### config.mk
export PLATFORM = sky130hd
export DESIGN_NAME = msft_modem_flow
export DESIGN_NICKNAME = d
export VERILOG_FILES = /design/src/core/msft_modem_flow.v /design/src/core/msft_sync.v /design/src/core/msft_delta.v
export VERILOG_INCLUDE_DIRS = /design/src /design/src/core
export SDC_FILE = /design/constraint.sdc
export NUM_CORES = 1
export LEC_CHECK = 0
export BUFFER_PORTS_ARGS = -buffer_cell sky130_fd_sc_hd__buf_2
export CAP_MARGIN = 15
export CORE_ASPECT_RATIO = 1.4
export CORE_MARGIN = 1.5
export CORE_UTILIZATION = 45
export DETAILED_ROUTE_END_ITERATION = 8
export PLACE_DENSITY = 0.74
export SYNTH_ARGS = -nofsm -noshare
export SYNTH_HDL_FRONTEND = slang
export SYNTH_HIERARCHICAL = 1
export SYNTH_SLANG_ARGS = --single-unit
### constraint.sdc
create_clock -name clock -period 3.45 [get_ports clock]
set_clock_uncertainty 0.15 [all_clocks]
set_input_delay 0.345 -clock clock [delete_from_list [all_inputs] [get_ports clock]]
set_output_delay 0.345 -clock clock [all_outputs]
set_load 0.02 [all_outputs]
### src/core/msft_map.vh
`ifndef MSFT_MAP_VH
`define MSFT_MAP_VH
// Register offsets (3-bit register address space)
`define MSFT_OFF_LINECTL 3'h3
`define MSFT_OFF_MODEMCTL 3'h4
`define MSFT_OFF_STATUS 3'h6
`define MSFT_OFF_THRESH 3'h6
`define MSFT_OFF_STOPCHR 3'h6
`define MSFT_OFF_ENHFEAT 3'h2
`define MSFT_OFF_SPECFN 3'h7
`define MSFT_OFF_FLOW 3'h5
// Bank select values and bits
`define MSFT_LINE_ENH 8'hBF
`define MSFT_LINE_BANK 7
`define MSFT_MDM_BANK 2
`define MSFT_MDM_LOOP 4
`define MSFT_SPF_BANK 2
`define MSFT_ENH_BIT 4
// Flow control mode bits in the flow mode register
`define MSFT_FLOW_AUTORTS 0
`define MSFT_FLOW_AUTOSW 1
// Reset values
`define MSFT_RST_BYTE 8'h00
// Threshold multiplier shift (times four)
`define MSFT_THR_SHIFT 2
`endif

### src/core/msft_modem_flow.v
`timescale 1ns/1ps
`include "msft_map.vh"
// Contract
// - status visible when all three banks closed
// - bit7 is inverted CD, loopback control bit3
// - bit6 is inverted RI, loopback control bit2
// - bit5 is inverted DSR, loopback control bit0
// - bit4 is inverted CTS, loopback control bit1
// - bit3 sets on any CD change
// - bit2 sets only on RI low-to-high
// - bit1 sets on any DSR change
// - bit0 sets on any CTS change
// - any change flag plus enable raises interrupt
// - thresholds visible with enhanced, bank, not special (code gives the offset to the stop character when line control BF)
// - fill at or below resume level reasserts RTS
// - software mode sends resume at resume level
// - fill at or above halt level drops RTS
// - software mode sends stop at halt level
// - stop character visible when line control BF (code also hides it while the special bank is open)
// - upper modem control bits need enhanced mode
module msft_modem_flow #(
  parameter FILL_W = 7
) (
  input wire clock,
  input wire rst,
  input wire [2:0] regAddr,
  input wire [7:0] regWdata,
  input wire regWr,
  input wire regRd,
  output reg [7:0] regRdata,
  input wire cdPinN,
  input wire riPinN,
  input wire dsrPinN,
  input wire ctsPinN,
  input wire [FILL_W-1:0] rxFill,
  input wire modemIrqEn,
  output reg rtsPinN,
  output reg dtrPinN,
  output reg sendResume,
  output reg sendStop,
  output reg modemIrq
);
  reg [7:0] lineCtrl_r;
  reg [7:0] modemCtrl_r;
  reg [7:0] modemCtrl_nxt;
  reg [7:0] enhFeat_r;
  reg [7:0] specFunc_r;
  reg [7:0] flowThr_r;
  reg [7:0] stopChar_r;
  reg [1:0] flowMode_r;
  reg [3:0] lineLvlPrev_r;
  reg haltSent_r;
  wire cdSync;
  wire riSync;
  wire dsrSync;
  wire ctsSync;
  wire loopOn;
  wire [3:0] lineLvl;
  wire [3:0] deltaFlag;
  wire statusVis;
  wire thrVis;
  wire stopVis;
  wire statusRead;
  wire [FILL_W:0] resumeLvl;
  wire [FILL_W:0] haltLvl;
  wire [FILL_W:0] fillExt;
  wire atResume;
  wire atHalt;
  wire [7:0] statusByte;

  // Pins come from the remote device, so each passes two flops
  // Reset value 1 is the idle pin level, so no false change follows reset
  msft_sync #(.RESET_VAL(1'b1)) uSyncCd (
    .clock(clock),
    .rst(rst),
    .pinIn(cdPinN),
    .syncOut(cdSync)
  );
  msft_sync #(.RESET_VAL(1'b1)) uSyncRi (
    .clock(clock),
    .rst(rst),
    .pinIn(riPinN),
    .syncOut(riSync)
  );
  msft_sync #(.RESET_VAL(1'b1)) uSyncDsr (
    .clock(clock),
    .rst(rst),
    .pinIn(dsrPinN),
    .syncOut(dsrSync)
  );
  msft_sync #(.RESET_VAL(1'b1)) uSyncCts (
    .clock(clock),
    .rst(rst),
    .pinIn(ctsPinN),
    .syncOut(ctsSync)
  );

  // Loopback select; pins are ignored while it is set
  assign loopOn = modemCtrl_r[`MSFT_MDM_LOOP];

  // Status levels {CD,RI,DSR,CTS}; loopback takes them from modem control
  assign lineLvl[3] = loopOn ? modemCtrl_r[3] : ~cdSync;
  assign lineLvl[2] = loopOn ? modemCtrl_r[2] : ~riSync;
  assign lineLvl[1] = loopOn ? modemCtrl_r[0] : ~dsrSync;
  assign lineLvl[0] = loopOn ? modemCtrl_r[1] : ~ctsSync;

  // Bank decode for the shared offset
  assign statusVis = ~lineCtrl_r[`MSFT_LINE_BANK] & ~modemCtrl_r[`MSFT_MDM_BANK] & ~specFunc_r[`MSFT_SPF_BANK];
  assign thrVis = enhFeat_r[`MSFT_ENH_BIT] & modemCtrl_r[`MSFT_MDM_BANK] & ~specFunc_r[`MSFT_SPF_BANK];
  assign stopVis = (lineCtrl_r == `MSFT_LINE_ENH) & ~specFunc_r[`MSFT_SPF_BANK];
  // Only a read that really returns the status byte may clear its flags
  assign statusRead = regRd & (regAddr == `MSFT_OFF_STATUS) & statusVis & ~stopVis & ~thrVis;

  // Previous levels track the status inputs, seeded so reset sees no change
  always @(posedge clock or posedge rst) begin
    if (rst) begin
      lineLvlPrev_r <= 4'h0;
    end else begin
      lineLvlPrev_r <= lineLvl;
    end
  end

  // Flag for RI is set when the RI# pin goes high, i.e. status level falls
  msft_delta #(.RISE_ONLY(1'b0)) uDeltaCd (
    .clock(clock),
    .rst(rst),
    .levelNow(lineLvl[3]),
    .levelPrev(lineLvlPrev_r[3]),
    .clearReq(statusRead),
    .flag_r(deltaFlag[3])
  );
  msft_delta #(.RISE_ONLY(1'b1)) uDeltaRi (
    .clock(clock),
    .rst(rst),
    .levelNow(~lineLvl[2]),
    .levelPrev(~lineLvlPrev_r[2]),
    .clearReq(statusRead),
    .flag_r(deltaFlag[2])
  );
  msft_delta #(.RISE_ONLY(1'b0)) uDeltaDsr (
    .clock(clock),
    .rst(rst),
    .levelNow(lineLvl[1]),
    .levelPrev(lineLvlPrev_r[1]),
    .clearReq(statusRead),
    .flag_r(deltaFlag[1])
  );
  msft_delta #(.RISE_ONLY(1'b0)) uDeltaCts (
    .clock(clock),
    .rst(rst),
    .levelNow(lineLvl[0]),
    .levelPrev(lineLvlPrev_r[0]),
    .clearReq(statusRead),
    .flag_r(deltaFlag[0])
  );

  // Levels in the high nibble, sticky change flags in the low nibble

  assign statusByte = {lineLvl, deltaFlag};

  // Protected modem control bits keep their value unless enhanced mode is on
  always @* begin
    modemCtrl_nxt = regWdata;
    if (!enhFeat_r[`MSFT_ENH_BIT]) begin
      modemCtrl_nxt[7:5] = modemCtrl_r[7:5];
      modemCtrl_nxt[3:2] = modemCtrl_r[3:2];
    end
  end

  // Register writes; the shared offset goes to whichever bank is open
  always @(posedge clock or posedge rst) begin
    if (rst) begin
      lineCtrl_r <= `MSFT_RST_BYTE;
      modemCtrl_r <= `MSFT_RST_BYTE;
      enhFeat_r <= `MSFT_RST_BYTE;
      specFunc_r <= `MSFT_RST_BYTE;
      flowThr_r <= `MSFT_RST_BYTE;
      stopChar_r <= `MSFT_RST_BYTE;
      flowMode_r <= 2'h0;
    end else if (regWr) begin
      case (regAddr)
        `MSFT_OFF_LINECTL: begin
          lineCtrl_r <= regWdata;
        end
        `MSFT_OFF_MODEMCTL: begin
          modemCtrl_r <= modemCtrl_nxt;
        end
        `MSFT_OFF_ENHFEAT: begin
          enhFeat_r <= regWdata;
        end
        `MSFT_OFF_SPECFN: begin
          specFunc_r <= regWdata;
        end
        `MSFT_OFF_FLOW: begin
          flowMode_r <= regWdata[1:0];
        end
        // The status byte is read-only, so a write with it open is dropped
        `MSFT_OFF_THRESH: begin
          if (stopVis) begin
            stopChar_r <= regWdata;
          end else if (thrVis) begin
            flowThr_r <= regWdata;
          end
        end
        default: begin
        end
      endcase
    end
  end

  // Read data one cycle after the strobe; closed banks read zero
  always @(posedge clock or posedge rst) begin
    if (rst) begin
      regRdata <= `MSFT_RST_BYTE;
    end else if (regRd) begin
      case (regAddr)
        `MSFT_OFF_LINECTL: begin
          regRdata <= lineCtrl_r;
        end
        `MSFT_OFF_MODEMCTL: begin
          regRdata <= modemCtrl_r;
        end
        `MSFT_OFF_ENHFEAT: begin
          regRdata <= enhFeat_r;
        end
        `MSFT_OFF_SPECFN: begin
          regRdata <= specFunc_r;
        end
        `MSFT_OFF_FLOW: begin
          regRdata <= {6'h00, flowMode_r};
        end
        // Priority matches the write path so a read shows what a write hits
        `MSFT_OFF_STATUS: begin
          if (stopVis) begin
            regRdata <= stopChar_r;
          end else if (thrVis) begin
            regRdata <= flowThr_r;
          end else if (statusVis) begin
            regRdata <= statusByte;
          end else begin
            regRdata <= 8'h00;
          end
        end
        default: regRdata <= 8'h00;
      endcase
    end else begin
      regRdata <= 8'h00;
    end
  end

  // Thresholds are the 4-bit fields times four; a resume level above the
  // halt level (against advice) makes RTS follow the halt compare first
  assign fillExt = {1'b0, rxFill};
  assign resumeLvl = {{(FILL_W-5){1'b0}}, flowThr_r[7:4], 2'b00};
  assign haltLvl = {{(FILL_W-5){1'b0}}, flowThr_r[3:0], 2'b00};
  assign atResume = (fillExt <= resumeLvl);
  assign atHalt = (fillExt >= haltLvl);

  // Auto RTS output; follows modem control bit 1 when automatic mode is off
  always @(posedge clock or posedge rst) begin
    if (rst) begin
      rtsPinN <= 1'b1;
    end else if (!flowMode_r[`MSFT_FLOW_AUTORTS]) begin
      rtsPinN <= ~modemCtrl_r[1];
    end else if (atHalt) begin
      rtsPinN <= 1'b1;
    end else if (atResume) begin
      rtsPinN <= 1'b0;
    end
  end

  // Software flow: one stop pulse at halt, one resume pulse after, then armed for the next halt
  always @(posedge clock or posedge rst) begin
    if (rst) begin
      haltSent_r <= 1'b0;
      sendStop <= 1'b0;
      sendResume <= 1'b0;
    end else begin
      sendStop <= 1'b0;
      sendResume <= 1'b0;
      if (!flowMode_r[`MSFT_FLOW_AUTOSW]) begin
        haltSent_r <= 1'b0;
      end else if (!haltSent_r && atHalt) begin
        haltSent_r <= 1'b1;
        sendStop <= 1'b1;
      end else if (haltSent_r && atResume && !atHalt) begin
        haltSent_r <= 1'b0;
        sendResume <= 1'b1;
      end
    end
  end

  // DTR follows modem control, interrupt from any change flag
  always @(posedge clock or posedge rst) begin
    if (rst) begin
      dtrPinN <= 1'b1;
      modemIrq <= 1'b0;
    end else begin
      dtrPinN <= ~modemCtrl_r[0];
      modemIrq <= modemIrqEn & (|deltaFlag);
    end
  end
endmodule

### src/core/msft_sync.v
`timescale 1ns/1ps
// Two-stage synchroniser for one pin input
module msft_sync #(
  parameter RESET_VAL = 1'b1
) (
  input wire clock,
  input wire rst,
  input wire pinIn,
  output reg syncOut
);
  reg stage1_r;
  // First stage feeds only the second stage
  always @(posedge clock or posedge rst) begin
    if (rst) begin
      stage1_r <= RESET_VAL;
      syncOut <= RESET_VAL;
    end else begin
      stage1_r <= pinIn;
      syncOut <= stage1_r;
    end
  end
endmodule

### src/core/msft_delta.v
`timescale 1ns/1ps
// Sticky change flag for one modem line; set wins over read clear
module msft_delta #(
  parameter RISE_ONLY = 1'b0
) (
  input wire clock,
  input wire rst,
  input wire levelNow,
  input wire levelPrev,
  input wire clearReq,
  output reg flag_r
);
  wire hit;
  // Rising of the pin level only, or any change
  assign hit = RISE_ONLY ? (levelNow & ~levelPrev) : (levelNow ^ levelPrev);
  always @(posedge clock or posedge rst) begin
    if (rst) begin
      flag_r <= 1'b0;
    end else if (hit) begin
      flag_r <= 1'b1;
    end else if (clearReq) begin
      flag_r <= 1'b0;
    end
  end
endmodule

==> flow_metrics.env <==
export IMPL_period_share_pct=61.8
export IMPL_max_freq_mhz=469
export IMPL_cts_path_max_buffers=2
export IMPL_maxSlewHeadroom_pct=39.1
export IMPL_final_util_pct=53.1
export IMPL_h_tree_depth=3
export IMPL_antenna_cells=0
export IMPL_grt_start_max_net_pins=57
export IMPL_synth_edff_count=0
export IMPL_swShare_pct=28.7
export IMPL_clk_latency_ps=350
export IMPL_path_max_fanout=9
export IMPL_status="completed"
export IMPL_reg2reg_depth=4
export IMPL_yosysSeqAreaShare_pct=54.8
export IMPL_clock_root_buffer="clkbuf_8"
export IMPL_drv_cap=0
export IMPL_finalMaxSlewViolations=0
export IMPL_grt_pass1_wl_mm=13.2
export IMPL_syn_inst=297
export IMPL_synth_top_cell_area_share_pct=47.6
export IMPL_yosysUniqueCellTypes=46
export IMPL_rsz0062_at_grt="false"
export IMPL_min_path_cells=2
export IMPL_num_vias=2472
export IMPL_die_area_um2=8730
export IMPL_synthFlopType="dfrtp_1"
export IMPL_fill_cells=705
export IMPL_ys_ff_latch=80
export IMPL_syn_num_nets=332
export IMPL_synth_top_area_cell="dfrtp_1"
export IMPL_pin_count=40
export IMPL_first_iter_violations=251
export IMPL_min_path_type="input port to register"
export IMPL_max_vdd_ir_drop_v=0.000197
export IMPL_yosysWarnings=6
export IMPL_crit_path_start_kind="register"
export IMPL_r2r_end="stopChar_r[6]"
export IMPL_p_per_area_nw_per_um2=532
export IMPL_routedWlPerCell_um=17.9
export IMPL_initial_core_util_pct=46.9
export IMPL_gr_total_overflow=0
export IMPL_finalNetCount=379
export IMPL_critPathArrivalTime_ps=2220
export IMPL_fp_dieW_um=79.4
export IMPL_vias_per_cell=5.52
export IMPL_p_int_mw=1.58
export IMPL_drcViolationCount=0
export IMPL_seq_power_share_pct=54.1
export IMPL_dpl_hpwl_mm=6.04
export IMPL_area_growth_pct=13.2
export IMPL_antenna_found_initial=0
export IMPL_p_clk_share_pct=26.1
export IMPL_p_sw_uw=636
export IMPL_ctsResizeCount=0
export IMPL_drive_gt1_share_pct=33.6
export IMPL_dr_pass1_iters=4
export IMPL_synth_most_common_cell="dfrtp_1"
export IMPL_seqCellArea_um2=2010
export IMPL_p_leak_nw=1.97
export IMPL_multi_input_area_um2=1500
export IMPL_gp_congestion=0.866
export IMPL_design_core_area_um2=7850
export IMPL_combPwrFrac_pct=19.8
export IMPL_avgSynthCellArea_um2=12.4
export IMPL_setup_tns_ps=0
export IMPL_yosys_top_cells_area="dfrtp_1, mux2_2, dfstp_2, mux2i_1, inv_1"
export IMPL_placementRows=38
export IMPL_drtAntennaViolNets=0
export IMPL_die_h_um=110
export IMPL_finalHoldViolCount=0
export IMPL_grt_util_all_layers_pct=20.8
export IMPL_cts_tree="built"
export IMPL_r2r_start="lineCtrl_r[4]"
export IMPL_cts_buffers=9
export IMPL_drt_wl_total_mm=8.04
export IMPL_min_period_ps=2130
export IMPL_critPathKind="register to register"
export IMPL_clkSinkCount=80
export IMPL_grt_pass1_vias=2539
export IMPL_syn_area_um2=3680
export IMPL_crit_required_ps=3540
export IMPL_setup_viol=0
export IMPL_hold_path_end="modemIrq"
export IMPL_path_clk_slew_ps=80
export IMPL_async_flop_share_pct=100
export IMPL_synth_top_cells_by_count="dfrtp_1, mux2_2, inv_1"
export IMPL_portBuffers=39
export IMPL_endpoint_kind="register"
export IMPL_worstMarginPinSlew_ps=907
export IMPL_regToRegSetupSlack_ps=1320
export IMPL_holdCritStartpoint="modemIrqEn"
[sequential cells by signal, summed over array words and instances (netlist names), 2 cells and up]
signal	flops
enhFeat_r	8
flowMode_r	2
flowThr_r	8
lineCtrl_r	8
lineLvlPrev_r	4
modemCtrl_r	8
regRdata	8
specFunc_r	8
stopChar_r	8
[power by group through the flow]
stage	Sequential (mW)	Combinational (mW)	Clock [mW]
2_1_floorplan	1.20	0.308	0
6_report	1.20	0.440	0.578
4_1_cts	1.20	0.443	0.596
5_1_grt	1.22	0.489	0.636
3_5_place_dp	1.22	0.437	0
3_3_place_gp	1.21	0.421	0
[worst max-delay path, stage by stage, from the launching register on]
cell and delay (ps):
dfrtp_1 370, nand4_1 190, nor4_4 480, and2_1 430
mux2_2 390
[how the worst max path moves through the flow]
| stage | startpoint | to | slack (ps) | cells after the start |
|---|---|---|---|---|
| after global routing | specFunc_r[2] | regRdata[6] | 1220 | 3 |
| after floorplan | rst | enhFeat_r[0] | 1250 | 1 |
| final | lineCtrl_r[4] | stopChar_r[6] | 1320 | 4 |
| after detailed placement | regAddr[2] | stopChar_r[6] | 1330 | 5 |
| after global placement | regAddr[2] | stopChar_r[7] | 1350 | 5 |
| after CTS | lineCtrl_r[4] | stopChar_r[4] | 1340 | 4 |
[layout make-up]
class                           instances  area share [%]
Clock buffer                           14            3.66
Clock inverter                          1           0.120
Inverter                               31            2.79
Multi-Input combinational cell        177            36.0
Sequential cell                        80            48.4
Tap cell                              100            3.00
Timing Repair Buffer                   45            6.07
[layout by cell type (no fill, tap or decap), types with 4 or more instances in the layout]
| cell type | instances |
|---|---|
| clkbuf_1 | 4 |
| dfrtp_1 | 70 |
| mux2i_1 | 12 |
| ha_1 | 8 |
| a22o_1 | 5 |
| a21oi_1 | 7 |
| inv_1 | 30 |
| a221oi_1 | 8 |
| nand2_1 | 10 |
| dlygate4sd3_1 | 5 |
| nor2_1 | 14 |
| o21ai_1 | 4 |
| nand3_1 | 5 |
| dfstp_2 | 10 |
| buf_2 | 39 |
| o32ai_1 | 8 |
| mux2_2 | 49 |
| nor2b_1 | 6 |
| o21ai_0 | 4 |
| clkbuf_8 | 10 |
[metal layers]
layer / vias up / GRT usage (%) / wire (um)
li1: 1154 / - / -
met1: 1239 / 23.8 / 3220
met2: 60 / 38.0 / 4350
met3: 19 / 3.37 / 254
met4: 0 / 9.40 / 216
met5: - / 0 / 0
[metrics by stage]
stage | setup WS [ps] | area [um2] | hold slack [ps] | instances | total power [mW]
5_1_grt | 1220 | 4170 | 91.4 | 448 | 2.34
6_report | 1320 | 4170 | 89.1 | 448 | 2.22
3_3_place_gp | 1350 | 3960 | 114 | 428 | 1.63
4_1_cts | 1340 | 4170 | 71.2 | 448 | 2.24
2_1_floorplan | 1250 | 3680 | -76.3 | 297 | 1.50
3_5_place_dp | 1330 | 3960 | 121 | 428 | 1.65
[logic make-up (layout without fill, tap and decap cells)]
group	after synthesis	count (layout)	synth area share, %
flops	80	80	54.8
mux	61	61	18.3
simple gates	55	55	8.71
compound gates	50	50	10.3
buf+inv	40	91	4.49
fa+ha+maj	8	8	2.72
xor+xnor	3	3	0.714
[what timing repair did]
item | 4_1_cts | 5_1_grt
hold buffers | 5 | 0
buffers inserted | 0 | 0
hold endpoints to repair | 27 | 0
Power figures use the tool's default switching activity.
